## src/inc/acc_pkg.sv

```systemverilog
// constants, register map and carrier types for the adc compander block
package acc_pkg;
   // ==========================================================
   // control word and register map
   localparam int CW_W = 16;
   localparam int ADDR_W = 7;
   localparam int REG_W = 9;
   localparam logic [6:0] ADDR_SOFT_RESET = 7'h00;
   localparam logic [6:0] ADDR_POWER_ONE = 7'h01;
   localparam logic [6:0] ADDR_COMPAND = 7'h05;
   localparam logic [6:0] ADDR_CLOCK_CTL = 7'h06;
   localparam logic [6:0] ADDR_EXTRA = 7'h07;
   localparam logic [6:0] ADDR_INT_RATIO = 7'h24;
   localparam logic [6:0] ADDR_FRAC_HIGH = 7'h25;
   localparam logic [6:0] ADDR_FRAC_MID = 7'h26;
   localparam logic [6:0] ADDR_FRAC_LOW = 7'h27;
   localparam logic [8:0] RST_POWER_ONE = 9'h000;
   localparam logic [8:0] RST_COMPAND = 9'h000;
   localparam logic [8:0] RST_CLOCK_CTL = 9'h140;
   localparam logic [8:0] RST_EXTRA = 9'h000;
   localparam logic [8:0] RST_INT_RATIO = 9'h008;
   localparam logic [8:0] RST_FRAC_HIGH = 9'h00c;
   localparam logic [8:0] RST_FRAC_MID = 9'h093;
   localparam logic [8:0] RST_FRAC_LOW = 9'h0e9;
   // ==========================================================
   // field positions
   localparam int MULT_ON_BIT = 5;
   localparam int COMP_LSB = 1;
   localparam int RATE_LSB = 1;
   localparam int CLK_SRC_BIT = 8;
   localparam int CLK_DIV_LSB = 5;
   localparam int HALVER_BIT = 4;
   localparam int FRAC_HIGH_W = 6;
   localparam logic [1:0] COMP_LINEAR = 2'h0;
   localparam logic [1:0] COMP_MULAW = 2'h2;
   localparam logic [1:0] COMP_ALAW = 2'h3;
   localparam logic [2:0] CLK_DIV_TWO = 3'h2;
   // ==========================================================
   // data path and clock dividers
   localparam int SAMPLE_W = 24;
   localparam int CODE_W = 8;
   localparam int FIFO_DEPTH = 32;
   localparam logic [7:0] MULAW_INVERT = 8'hff;
   localparam logic [7:0] ALAW_INVERT = 8'h55;
   localparam logic [12:0] MULAW_BIAS = 13'h0021;
   localparam logic [2:0] FIXED_DIV_LAST = 3'h3;
   localparam logic [2:0] HALVED_DIV_LAST = 3'h7;

   typedef enum logic [2:0] {
      MODE_LINEAR = 3'b001,
      MODE_MULAW = 3'b010,
      MODE_ALAW = 3'b100
   } acc_mode_type;

   typedef struct packed {
      logic [6:0] addr;
      logic [8:0] data;
   } acc_ctrl_word_type;

   typedef struct packed {
      logic [8:0] power_management_one;
      logic [8:0] compand_control;
      logic [8:0] clock_control;
      logic [8:0] extra_control;
      logic [8:0] multiplier_integer_ratio;
      logic [8:0] multiplier_fraction_high;
      logic [8:0] multiplier_fraction_mid;
      logic [8:0] multiplier_fraction_low;
   } acc_regs_type;

   typedef struct packed {
      logic [2:0] rate_code;
      logic multiplier_on;
      logic [3:0] integer_ratio;
      logic [23:0] fraction_ratio;
      logic input_halver;
      logic clock_source_select;
   } acc_config_type;
endpackage

```

## src/hw/acc_compander.sv

```systemverilog
// adc companding encoder, clock configuration registers and output fifo
// ==========================================================
// Summary of operation
// field 2:1 picks linear, mu-law, A-law coding
// mu-law code has all eight bits inverted
// A-law code has even bits inverted
// code sits in the top eight bits
// mu-law uses 13 bits, A-law 12 bits
// eight segments, finer steps at low level
// sign bit 7, segment 6:4, mantissa 3:0
// standard G.711 segment tables, 255 and 87.6
// three-bit rate code selects filter set
// filter timing assumes 256 times sample rate
// software picks nearest listed rate code
// power bit 5 turns multiplier on
// software computes integer and fraction ratio
// integer ratio kept between 5 and 13; not enforced here, any 4-bit value 0 to 15 is passed to config_out
// multiplier output divided by 4, then 2
// ratio bit 4 halves reference clock
// fraction spread over three registers, 23:0
// software aims multiplier near 90 MHz
// clock select: 0 master, 1 multiplier
// 16-bit control word, 7-bit address, 9 data
// linear mode passes sample unchanged
// code registered once per sample
`timescale 1ns/100ps

// ==========================================================
// fifo between encoder and audio interface
module acc_fifo #(
   parameter int WIDTH = 24,
   parameter int DEPTH = 32
) (
   // clock and reset
   input wire logic clock,
   input wire logic rst_b,
   // write side
   input wire logic in_valid,
   output logic in_ready,
   input wire logic [WIDTH-1:0] in_data,
   // read side
   output logic out_valid,
   input wire logic out_ready,
   output logic [WIDTH-1:0] out_data
);
   localparam int AW = $clog2(DEPTH);

   typedef struct packed {
      logic [DEPTH-1:0][WIDTH-1:0] mem;
      logic [AW-1:0] wr_ptr;
      logic [AW-1:0] rd_ptr;
      // one bit wider than the pointers to tell full from empty
      logic [AW:0] count;
   } acc_fifo_state_type;

   acc_fifo_state_type st_r;
   acc_fifo_state_type st_nxt;
   logic push;
   logic pop;
   logic full;
   logic empty;

   // full and empty from one count, so a pointer wrap cannot alias them
   assign full = (st_r.count == (AW+1)'(DEPTH));
   assign empty = (st_r.count == '0);
   assign in_ready = !full;
   assign out_valid = !empty;
   assign out_data = st_r.mem[st_r.rd_ptr];
   assign push = in_valid && in_ready;
   assign pop = out_valid && out_ready;

   always_comb begin
      st_nxt = st_r;
      if (push) begin
         st_nxt.mem[st_r.wr_ptr] = in_data;
         st_nxt.wr_ptr = (st_r.wr_ptr == AW'(DEPTH - 1)) ? '0 : st_r.wr_ptr + 1'b1;
      end
      if (pop) begin
         st_nxt.rd_ptr = (st_r.rd_ptr == AW'(DEPTH - 1)) ? '0 : st_r.rd_ptr + 1'b1;
      end
      if (push && !pop) begin
         st_nxt.count = st_r.count + 1'b1;
      end else if (pop && !push) begin
         st_nxt.count = st_r.count - 1'b1;
      end
   end

   always_ff @(posedge clock or negedge rst_b) begin
      if (!rst_b) begin
         st_r <= '0;
      end else begin
         st_r <= st_nxt;
      end
   end
endmodule

// ==========================================================
// top: registers, clock selection, encoder
module acc_compander
   import acc_pkg::*;
(
   // clock and reset
   input wire logic clock,
   input wire logic rst_b,
   // control word write port
   input wire logic ctrl_valid,
   input wire acc_ctrl_word_type ctrl_word,
   // clock ticks in
   input wire logic master_tick,
   input wire logic multiplier_tick,
   // clock configuration out
   output acc_config_type config_out,
   output logic reference_tick,
   output logic system_tick,
   // linear samples from the adc
   input wire logic sample_valid,
   output logic sample_ready,
   input wire logic [SAMPLE_W-1:0] sample_data,
   // words to the audio interface
   output logic word_valid,
   input wire logic word_ready,
   output logic [SAMPLE_W-1:0] word_data
);
   // enc_word and enc_valid form one register stage ahead of the fifo
   typedef struct packed {
      acc_regs_type regs;
      logic [SAMPLE_W-1:0] enc_word;
      logic enc_valid;
      logic [2:0] div_count;
      logic halver_phase;
      logic ref_tick;
      logic sys_tick;
   } acc_state_type;

   acc_state_type st_r;
   acc_state_type st_nxt;
   acc_mode_type mode;
   logic fifo_in_ready;
   logic [2:0] div_last;

   // ========================================================
   // shared arithmetic
   function automatic logic [11:0] magnitude_12(input logic [12:0] x);
      logic [12:0] m;
      m = x[12] ? (~x + 13'h0001) : x;
      // the most negative value clips to full scale
      magnitude_12 = m[12] ? 12'hfff : m[11:0];
   endfunction

   // highest set bit above bit zero; bit zero alone is segment zero
   function automatic logic [2:0] top_bit_seg(input logic [7:0] v);
      top_bit_seg = 3'h0;
      for (int i = 1; i < 8; i++) begin
         if (v[i]) begin
            top_bit_seg = 3'(i);
         end
      end
   endfunction

   // mu-law: 13-bit input, bias 33, eight segments
   function automatic logic [7:0] mulaw_code(input logic [12:0] x);
      logic [11:0] m;
      logic [12:0] v;
      logic [2:0] seg;
      logic [3:0] mant;
      m = magnitude_12(x);
      v = {1'b0, m} + MULAW_BIAS;
      // biased full scale saturates to the top code
      if (v[12]) begin
         v = 13'h1fff;
      end
      seg = top_bit_seg(v[12:5]);
      mant = 4'(v >> (seg + 3'h1));
      mulaw_code = {x[12], seg, mant} ^ MULAW_INVERT;
   endfunction

   // A-law: 12-bit input, segment 0 and 1 share step size
   function automatic logic [7:0] alaw_code(input logic [11:0] x);
      logic [11:0] m;
      logic [10:0] v;
      logic [2:0] seg;
      logic [3:0] mant;
      m = magnitude_12({x[11], x});
      v = m[11] ? 11'h7ff : m[10:0];
      seg = top_bit_seg({v[10:4], 1'b0});
      // the two lowest segments both step by one count, so the
      // shift is one less than the segment and the leading one
      // above the mantissa is dropped
      if (seg == 3'h0) begin
         mant = v[3:0];
      end else begin
         mant = 4'(v >> (seg - 3'h1));
      end
      alaw_code = {~x[11], seg, mant} ^ ALAW_INVERT;
   endfunction

   // ========================================================
   // mode decode; reserved code behaves as linear
   always_comb begin
      unique case (st_r.regs.compand_control[COMP_LSB +: 2])
         COMP_MULAW: mode = MODE_MULAW;
         COMP_ALAW: mode = MODE_ALAW;
         COMP_LINEAR: mode = MODE_LINEAR;
         default: mode = MODE_LINEAR;
      endcase
   end

   // only the divide-by-two post setting is modelled; other codes give divide by 4
   assign div_last = (st_r.regs.clock_control[CLK_DIV_LSB +: 3] == CLK_DIV_TWO)
                     ? HALVED_DIV_LAST : FIXED_DIV_LAST;

   // ========================================================
   // configuration view
   // fields come straight from the registers; reserved rate codes kept as written
   always_comb begin
      config_out.rate_code = st_r.regs.extra_control[RATE_LSB +: 3];
      config_out.multiplier_on = st_r.regs.power_management_one[MULT_ON_BIT];
      config_out.integer_ratio = st_r.regs.multiplier_integer_ratio[3:0];
      config_out.fraction_ratio = {st_r.regs.multiplier_fraction_high[FRAC_HIGH_W-1:0],
                                   st_r.regs.multiplier_fraction_mid,
                                   st_r.regs.multiplier_fraction_low};
      config_out.input_halver = st_r.regs.multiplier_integer_ratio[HALVER_BIT];
      config_out.clock_source_select = st_r.regs.clock_control[CLK_SRC_BIT];
   end

   assign reference_tick = st_r.ref_tick;
   assign system_tick = st_r.sys_tick;
   // the stage takes a sample when empty or when it drains this cycle
   assign sample_ready = !st_r.enc_valid || fifo_in_ready;

   // ========================================================
   // next state
   always_comb begin
      st_nxt = st_r;
      // register writes; a write to address zero restores defaults
      // registers cannot be read back; unknown addresses are dropped
      if (ctrl_valid) begin
         unique case (ctrl_word.addr)
            ADDR_SOFT_RESET: begin
               st_nxt.regs = {RST_POWER_ONE, RST_COMPAND, RST_CLOCK_CTL, RST_EXTRA,
                              RST_INT_RATIO, RST_FRAC_HIGH, RST_FRAC_MID, RST_FRAC_LOW};
            end
            ADDR_POWER_ONE: st_nxt.regs.power_management_one = ctrl_word.data;
            ADDR_COMPAND: st_nxt.regs.compand_control = ctrl_word.data;
            ADDR_CLOCK_CTL: st_nxt.regs.clock_control = ctrl_word.data;
            ADDR_EXTRA: st_nxt.regs.extra_control = ctrl_word.data;
            ADDR_INT_RATIO: st_nxt.regs.multiplier_integer_ratio = ctrl_word.data;
            ADDR_FRAC_HIGH: st_nxt.regs.multiplier_fraction_high = ctrl_word.data;
            ADDR_FRAC_MID: st_nxt.regs.multiplier_fraction_mid = ctrl_word.data;
            ADDR_FRAC_LOW: st_nxt.regs.multiplier_fraction_low = ctrl_word.data;
            default: ;
         endcase
      end

      // reference to the multiplier, optionally halved; the phase
      // restarts while the halver is off, so the first reference
      // tick after enabling it is always suppressed
      st_nxt.ref_tick = 1'b0;
      if (!config_out.input_halver) begin
         st_nxt.halver_phase = 1'b0;
      end
      if (master_tick) begin
         if (config_out.input_halver) begin
            st_nxt.halver_phase = !st_r.halver_phase;
            st_nxt.ref_tick = st_r.halver_phase;
         end else begin
            st_nxt.ref_tick = 1'b1;
         end
      end

      // multiplier output through divide by 4 and optional 2;
      // with the multiplier off nothing counts
      st_nxt.sys_tick = 1'b0;
      if (config_out.multiplier_on && multiplier_tick) begin
         if (st_r.div_count >= div_last) begin
            st_nxt.div_count = 3'h0;
         end else begin
            st_nxt.div_count = st_r.div_count + 3'h1;
         end
      end else if (!config_out.multiplier_on) begin
         // restart so the first tick after enabling is a full period
         st_nxt.div_count = 3'h0;
      end
      if (config_out.clock_source_select) begin
         st_nxt.sys_tick = config_out.multiplier_on && multiplier_tick &&
                           (st_r.div_count >= div_last);
      end else begin
         st_nxt.sys_tick = master_tick;
      end

      // encoder stage: one registered word per accepted sample
      if (st_r.enc_valid && fifo_in_ready) begin
         st_nxt.enc_valid = 1'b0;
      end
      if (sample_valid && sample_ready) begin
         st_nxt.enc_valid = 1'b1;
         unique case (mode)
            MODE_MULAW: begin
               st_nxt.enc_word = {mulaw_code(sample_data[SAMPLE_W-1 -: 13]),
                                  {(SAMPLE_W-CODE_W){1'b0}}};
            end
            MODE_ALAW: begin
               st_nxt.enc_word = {alaw_code(sample_data[SAMPLE_W-1 -: 12]),
                                  {(SAMPLE_W-CODE_W){1'b0}}};
            end
            MODE_LINEAR: st_nxt.enc_word = sample_data;
         endcase
      end
   end

   // ========================================================
   // state registers
   always_ff @(posedge clock or negedge rst_b) begin
      if (!rst_b) begin
         st_r.regs <= '{RST_POWER_ONE, RST_COMPAND, RST_CLOCK_CTL, RST_EXTRA,
                        RST_INT_RATIO, RST_FRAC_HIGH, RST_FRAC_MID, RST_FRAC_LOW};
         st_r.enc_word <= '0;
         st_r.enc_valid <= 1'b0;
         st_r.div_count <= 3'h0;
         st_r.halver_phase <= 1'b0;
         st_r.ref_tick <= 1'b0;
         st_r.sys_tick <= 1'b0;
      end else begin
         st_r <= st_nxt;
      end
   end

   // ========================================================
   // buffering toward the audio interface; a stalled reader
   // fills it and then holds off the adc through sample_ready
   acc_fifo #(
      .WIDTH(SAMPLE_W),
      .DEPTH(FIFO_DEPTH)
   ) u_fifo (
      .clock(clock),
      .rst_b(rst_b),
      .in_valid(st_r.enc_valid),
      .in_ready(fifo_in_ready),
      .in_data(st_r.enc_word),
      .out_valid(word_valid),
      .out_ready(word_ready),
      .out_data(word_data)
   );
endmodule

```

## config.mk

```make
export PLATFORM = sky130hd
export DESIGN_NAME = acc_compander
export DESIGN_NICKNAME = d
export VERILOG_FILES = /design/src/inc/acc_pkg.sv /design/src/hw/acc_compander.sv
export SDC_FILE = /design/constraint.sdc
export NUM_CORES = 2
export LEC_CHECK = 0
export BUFFER_PORTS_ARGS = -buffer_cell sky130_fd_sc_hd__buf_2
export CAP_MARGIN = 40
export CORE_ASPECT_RATIO = 0.9
export CORE_UTILIZATION = 35
export CTS_CLUSTER_SIZE = 8
export DETAILED_ROUTE_END_ITERATION = 12
export PLACE_DENSITY = 0.6
export REMOVE_ABC_BUFFERS = 1
export SLEW_MARGIN = 0
export SYNTH_ARGS = -nofsm -noshare
export SYNTH_HDL_FRONTEND = slang
export SYNTH_SLANG_ARGS = --single-unit
export TNS_END_PERCENT = 100
```

## constraint.sdc

```tcl
create_clock -name clock -period 2.9 [get_ports clock]
set_input_delay 0.29 -clock clock [delete_from_list [all_inputs] [get_ports clock]]
set_output_delay 0.29 -clock clock [all_outputs]
set_load 0.02 [all_outputs]
```

# --- Word level (Yosys, flattened, before mapping) ---
# Cells that the tools add are included.
word_totals:
  reg_bits: 866
  out_inout_bits: 62
  elab_cells: 183
op_classes:
  addsub: 10
  magnitude_cmp: 4
  n_eq_ne: 18
  n_shift: 2
  muxes: 59
  bitwise: 5
  n_reduce_logical: 36
ops:
  columns: ["op", "n"]
  rows:
  - ["bitwise mux 768 bit", 1]
  - ["binary-select mux 24 bit (select 5 bit)", 1]
  - ["demux 24 bit (select 5 bit)", 1]
  - ["case mux 24 bit (3 select lines)", 1]
  - ["2-to-1 mux 13 bit", 5]
  - ["2-to-1 mux 3 bit", 20]
  - ["case mux 9 bit (2 select lines)", 3]
  - ["2-to-1 mux 24 bit", 2]
  - ["equality test 7 x 6 -> 1 bit (second input constant)", 4]
  - ["adder 13 x 1 -> 13 bit (second input constant)", 2]
  - ["inverter 13 bit", 2]
  - ["2-to-1 mux 12 bit", 2]
  - ["case mux 6 bit (2 select lines)", 2]
  - ["equality test 7 x 3 -> 1 bit (second input constant)", 3]
  - ["nonzero test 2 bit", 10]
  - ["AND reduction 2 bit", 8]
  - ["adder 12 x 6 -> 13 bit (second input constant)", 1]
  - ["right shift 13 x 3 -> 4 bit", 1]
  - ["< comparator 5 x 6 -> 1 bit (second input constant)", 2]
  - ["2-to-1 mux 4 bit", 3]
  - ["2-to-1 mux 6 bit", 2]
  - ["case mux 3 bit (2 select lines)", 2]
  - ["2-to-1 mux 11 bit", 1]
  - ["right shift 11 x 3 -> 4 bit", 1]
  - ["29 further kinds", 54]

# --- Longest topological paths before layout ---
logic_depth:
  word_depth: 21
  ltp_mapped: 21
  depth_no_buf: 19

# --- Modules after synthesis ---
# Synthesis repeated with hierarchy kept, for this count alone.
unflattened:
  hier_cells: 3085
  hier_area_um2: 42341.9
by_module_without_submodules:
  columns: ["mod", "instances", "cells_each", "area_per_inst_um2"]
  rows:
  - ["acc_fifo", 1, 2452, 37015.5]
  - ["acc_compander", 1, 633, 5326.4]

# --- Worst setup path before layout ---
# No wires, ideal clock.
synth_timing:
  path_kind: "input port to flip-flop"
  startpoint: "in sample_data[11]"
  endpoint: "reg st_r[25] in the netlist's numbering"
  arrival_time_ns: 4.302
  setup_slack_ns: -1.503
  path_stages: 21
  n_path_buf: 2
  path_cell_list: "inv_1 -> ha_1 -> nor4b_2 -> nand4_1 -> o211ai_1 -> ha_1 -> o311ai_0 -> a21oi_1 -> a311o_1 -> nand2_1 -> a21o_1 -> buf_6 -> nand2_1 -> ha_1 -> clkbuf_1 -> o2111ai_1 -> o21ai_0 -> a22oi_1 -> o31ai_2 -> nor2_1 -> o32ai_1"
synth_via:
  elab_chain_cells: 21
synth_lines:
  columns: ["element", "line", "text"]
  rows:
  - ["start: declaration", "acc_compander.sv:118", "input wire logic [SAMPLE_W-1:0] sample_data,"]
  - ["inverter 13 bit", "acc_compander.sv:145", "m = x[12] ? (~x + 13'h0001) : x;"]
  - ["adder 13 x 1 -> 13 bit", "acc_compander.sv:145", null]
  - ["2-to-1 mux 13 bit (*)", "acc_compander.sv:145", null]
  - ["2-to-1 mux 12 bit (*)", "acc_compander.sv:147", "magnitude_12 = m[12] ? 12'hfff : m[11:0];"]
  - ["adder 12 x 6 -> 13 bit (*)", "acc_compander.sv:167", "v = {1'b0, m} + MULAW_BIAS;"]
  - ["2-to-1 mux 13 bit (*)", "acc_compander.sv:169", "if (v[12]) begin"]
  - ["2-to-1 mux 13 bit (*)", "acc_compander.sv:297", "unique case (mode)"]
  - ["2-to-1 mux 13 bit (*)", "acc_compander.sv:295", "if (sample_valid && sample_ready) begin"]
  - ["2-to-1 mux 1 bit", "acc_compander.sv:154", "if (v[i]) begin"]
  - ["2-to-1 mux 3 bit (6 in a row)", "acc_compander.sv:154", null]
  - ["2-to-1 mux 3 bit", "acc_compander.sv:297", null]
  - ["2-to-1 mux 3 bit", "acc_compander.sv:295", null]
  - ["adder 3 x 1 -> 3 bit", "acc_compander.sv:173", "mant = 4'(v >> (seg + 3'h1));"]
  - ["right shift 13 x 3 -> 4 bit (*)", "acc_compander.sv:173", null]
  - ["inverter 8 bit (no source line) (*)", null, null]
  - ["case mux 24 bit (3 select lines) (*)", "acc_compander.sv:297", null]
  - ["end signal: assignment", "acc_compander.sv:324", "st_r <= st_nxt;"]
  - ["end: declaration", "acc_compander.sv:135", "acc_state_type st_r;"]
# Every way passes the cells marked *; elsewhere a longest branch is shown, timed or not. The select of a mux whose other input is x is not followed.
# A chain may end at the register's enable or synchronous reset.

# --- Worst setup path in the final report ---
layout_timing:
  startpoint: "reg u_fifo.st_r[6] in the netlist's numbering"
  endpoint: "out word_data[15]"
layout_via:
  elab_chain_cells: 2
layout_lines:
  columns: ["element", "line", "text"]
  rows:
  - ["start: declaration", "acc_compander.sv:56", "acc_fifo_state_type st_r;"]
  - ["start signal: assignment", "acc_compander.sv:92", "st_r <= st_nxt;"]
  - ["binary-select mux 24 bit (select 5 bit)", "acc_compander.sv:68", "assign out_data = st_r.mem[st_r.rd_ptr];"]
  - ["2-to-1 mux 24 bit (not written as such)", "acc_compander.sv:68", null]
  - ["end: declaration", "acc_compander.sv:122", "output logic [SAMPLE_W-1:0] word_data"]
# Every way passes these cells. The select of a mux whose other input is x is not followed.

==> impl_metrics.env <==
export IMPL_dp_hpwl_mm=68.6
export IMPL_ant_nets=0
export IMPL_status="complete, but fails checks"
export IMPL_use_met2_pct=29.5
export IMPL_worstReg2RegStart="u_fifo.st_r[4]$_DFFE_PN0P_"
export IMPL_drive_gt1_share_pct=57.5
export IMPL_ys_ff_latch=854
export IMPL_vdd_ir_drop_worst_v=0.000540
export IMPL_cts_reportedPaths_clkPinSlew_ns=0.05
export IMPL_grt_pass1_vias=26223
export IMPL_power_leakage_uw=0.0228
export IMPL_grt_util_met1_pct=26.9
export IMPL_num_rows=118
export IMPL_io_pin_count=109
export IMPL_internal_power_uw=33600
export IMPL_tightest_slew_ns=0.904
export IMPL_crit_path_max_incr_delay_ns=0.51
export IMPL_fin_crit_ns=3.43
export IMPL_grt_first_pass_wirelength_mm=168
export IMPL_busiest_layer="met2"
export IMPL_skew_ns=0.0599
export IMPL_ys_types=82
export IMPL_placed_cell_area_sq_um=45600
export IMPL_p_total_uw=48000
export IMPL_r2r_slack_ns=0.05
export IMPL_syn_area_sq_um=40600
export IMPL_cts_sinks=854
export IMPL_ff2ff_path_depth=13
export IMPL_sw_frac_of_total_pct=30.0
export IMPL_n_antenna_cell=0
export IMPL_drc=0
export IMPL_p_sw_uw=14400
export IMPL_path_delay_family="multiplexers"
export IMPL_dieWidth_microns=361
export IMPL_ys_async_sr_fraction_pct=100
export IMPL_cp_data_required_time_ns=2.61
export IMPL_cts_buffers=116
export IMPL_grt_max_degree=106
export IMPL_crit_buf_inv=4
export IMPL_crit_type="flip-flop to output pin"
export IMPL_yosysSeqAreaShare_pct=52.7
export IMPL_max_freq_mhz=292
export IMPL_cp_start_kind="flip-flop"
export IMPL_chipHeight_microns=325
export IMPL_fin_nets=3158
export IMPL_yosysTopAreaCell="dfrtp_1"
export IMPL_synth_avg_cell_area_sq_um=14.8
export IMPL_crit_path_end="word_data[15]"
export IMPL_start_util_pct=35.3
export IMPL_most_common_layout_cells="dfrtp_1, mux2_2, mux4_2, buf_4, clkbuf_16"
export IMPL_worstPathMaxFanout=6
export IMPL_die_area_sq_um=117000
export IMPL_globalRouteMet3Util_pct=3.77
export IMPL_setup_tns_ns=-11.93
export IMPL_yosysWarningCount=0
export IMPL_setup_worst_path_start="u_fifo.st_r[6]$_DFFE_PN0P_"
export IMPL_rsz0062_at_grt="yes"
export IMPL_yosysTopAreaCellShare_pct=51.8
export IMPL_area_growth_pct=25.2
export IMPL_globalRouteTotalUtil_pct=18.9
export IMPL_combPwrFrac_pct=35.8
export IMPL_crit_slowest_cell="mux4_2"
export IMPL_clock_latency_ns=0.71
export IMPL_syn_inst=2738
export IMPL_r2r_end="u_fifo.st_r[5]$_DFFE_PN0P_"
export IMPL_antenna_found_initial=1
export IMPL_slew_headroom_pct=39.7
export IMPL_vias_per_cell=5.38
export IMPL_arrival_ns=3.14
export IMPL_cts_htree_levels=3
export IMPL_path_cells="buf_12 > buf_16 > buf_6 > mux4_2 > mux4_2 > mux2_2 > buf_2"
export IMPL_synthFlopType="dfrtp_1"
export IMPL_violations="setup timing"
export IMPL_ys_top_cells_by_area="dfrtp_1, mux2_2, mux4_2"
export IMPL_wl_per_cell_microns=23.9
export IMPL_crit_path_end_kind="output pin"
export IMPL_gp_congestion=0.804
export IMPL_vias=24813
export IMPL_fp_coreArea_sq_um=115000
export IMPL_fin_crit_sh_pct=118
export IMPL_dr_pass1_iters=5
export IMPL_share_seq_of_total_power_pct=38.7
export IMPL_cts_max_path_buffers=3
export IMPL_wirelength_mm=110
export IMPL_slew_viol_final=0
export IMPL_p_clk_share_pct=25.4
export IMPL_layout_commonest_cell="dfrtp_1"
export IMPL_cts_root_buf="clkbuf_16"
export IMPL_hold_viol=0
export IMPL_hold_path_class="input port to flip-flop"
export IMPL_cts_tree="built"
export IMPL_synth_edf_count=0
export IMPL_fin_ws_ns=-0.529
export IMPL_crit_top_cell="mux4_2"
export IMPL_final_area_sq_um=50800
export IMPL_setup_violations=28
export IMPL_drv_cap=0
export IMPL_io_buffers=108
export IMPL_grt_overflow_total=0
export IMPL_drt_iter0_markers=1568
export IMPL_p_per_area_nw_per_um2=944
export IMPL_path_depth=7
==> worst min-delay path by stage <==
stage	slack, ns	startpoint	cells after the start	end
after floorplan	-0.006	rst_b	0	config_out[10]$_DFFE_PN0P_
after global placement	0.24	rst_b	1	u_fifo.st_r[598]$_DFFE_PN0P_
after detailed placement	0.23	rst_b	1	u_fifo.st_r[598]$_DFFE_PN0P_
after CTS	0.03	word_ready	4	u_fifo.st_r[0]$_DFFE_PN0P_
after global routing	0.07	word_ready	4	u_fifo.st_r[0]$_DFFE_PN0P_
final	0.07	word_ready	4	u_fifo.st_r[0]$_DFFE_PN0P_
==> per-stage QoR <==
stage	worst slack [ns]	utilization (%)	cells	hold WS, ns
after floorplan	-6.20	-	2472	-0.00559
final	-0.529	44.2	4609	0.0659
after global routing	-0.608	44.2	4609	0.0677
after detailed placement	-1.28	39.7	4382	0.233
after global placement	-1.17	39.0	4352	0.235
after CTS	-0.596	43.6	4595	0.0268
==> kinds of logic after synthesis <==
logic type / synth area share [%]
adders and majority gates: 0.666
xor gates and xnor gates: 0.540
AOI/OAI and AO/OA: 3.55
muxes: 36.0
and+or+nand+nor: 3.44
DFF: 52.7
buffers and inverters: 3.03
==> routing by layer <==
layer	wire [microns]	up-vias
met1	51100	13275
li1	-	10869
met4	2280	0
met3	5160	157
met2	51600	512
met5	0	-
==> state kept, by name (all words and copies together), names as in the netlist <==
register        flops
st_r               34
config_out         34
u_fifo.st_r       784
system_tick         1
reference_tick      1
==> area by class of cell <==
cell class | instances | area [sq um]
Clock inverter | 5 | 129
Clock buffer | 132 | 3010
Timing Repair Buffer | 500 | 5500
Multi-Input combinational cell | 1597 | 18800
Tap cell | 1500 | 1880
Sequential cell | 854 | 21400
Inverter | 21 | 96.3
Fill cell | 10140 | 64200
==> power groups by stage <==
stage          Clock, uW  Sequential (uW)  Combinational (uW)
2_1_floorplan          0            18700                9590
3_3_place_gp           0            18800               15000
3_5_place_dp           0            18700               15700
4_1_cts            12500            18500               16800
5_1_grt            13000            19100               18300
6_report           12200            18600               17200
==> worst reg2reg max path, delay by kind of cell, from the launching register on <==
kind | cells | cell delay, ns
flip-flops | 1 | 0.37
AND/OR/NAND/NOR | 4 | 1.07
adder cells (fa/ha/maj) | 2 | 0.34
AO/OA/AOI/OAI | 4 | 0.62
XOR/XNOR | 2 | 0.28
buffers and inverters | 1 | 0.04
==> synthesized netlist by cell type, types with 8 or more instances <==
library cell,count
buf_1,23
buf_4,34
ha_1,20
o31ai_1,10
nor3_1,24
xor2_1,10
or3_1,10
dfrtp_1,840
a21oi_1,34
nor2_1,75
nand2_1,96
nand3_1,19
clkbuf_1,204
mux4_2,241
mux2i_1,12
o22a_1,12
nand2b_1,14
o21ai_0,52
dfstp_2,14
inv_1,19
a22o_1,23
xnor2_1,15
and2_1,8
mux2_2,799
==> repair_timing <==
item / in CTS / in global routing
resized for setup: 145 / 85
endpoints found under the setup margin: 30 / 31
cloned: 7 / 8
hold endpoints to repair: 415 / 0
buffers inserted: 38 / 8
pin swaps: 42 / 40
hold buffers: 31 / 0
Power figures use the tool's default switching activity.
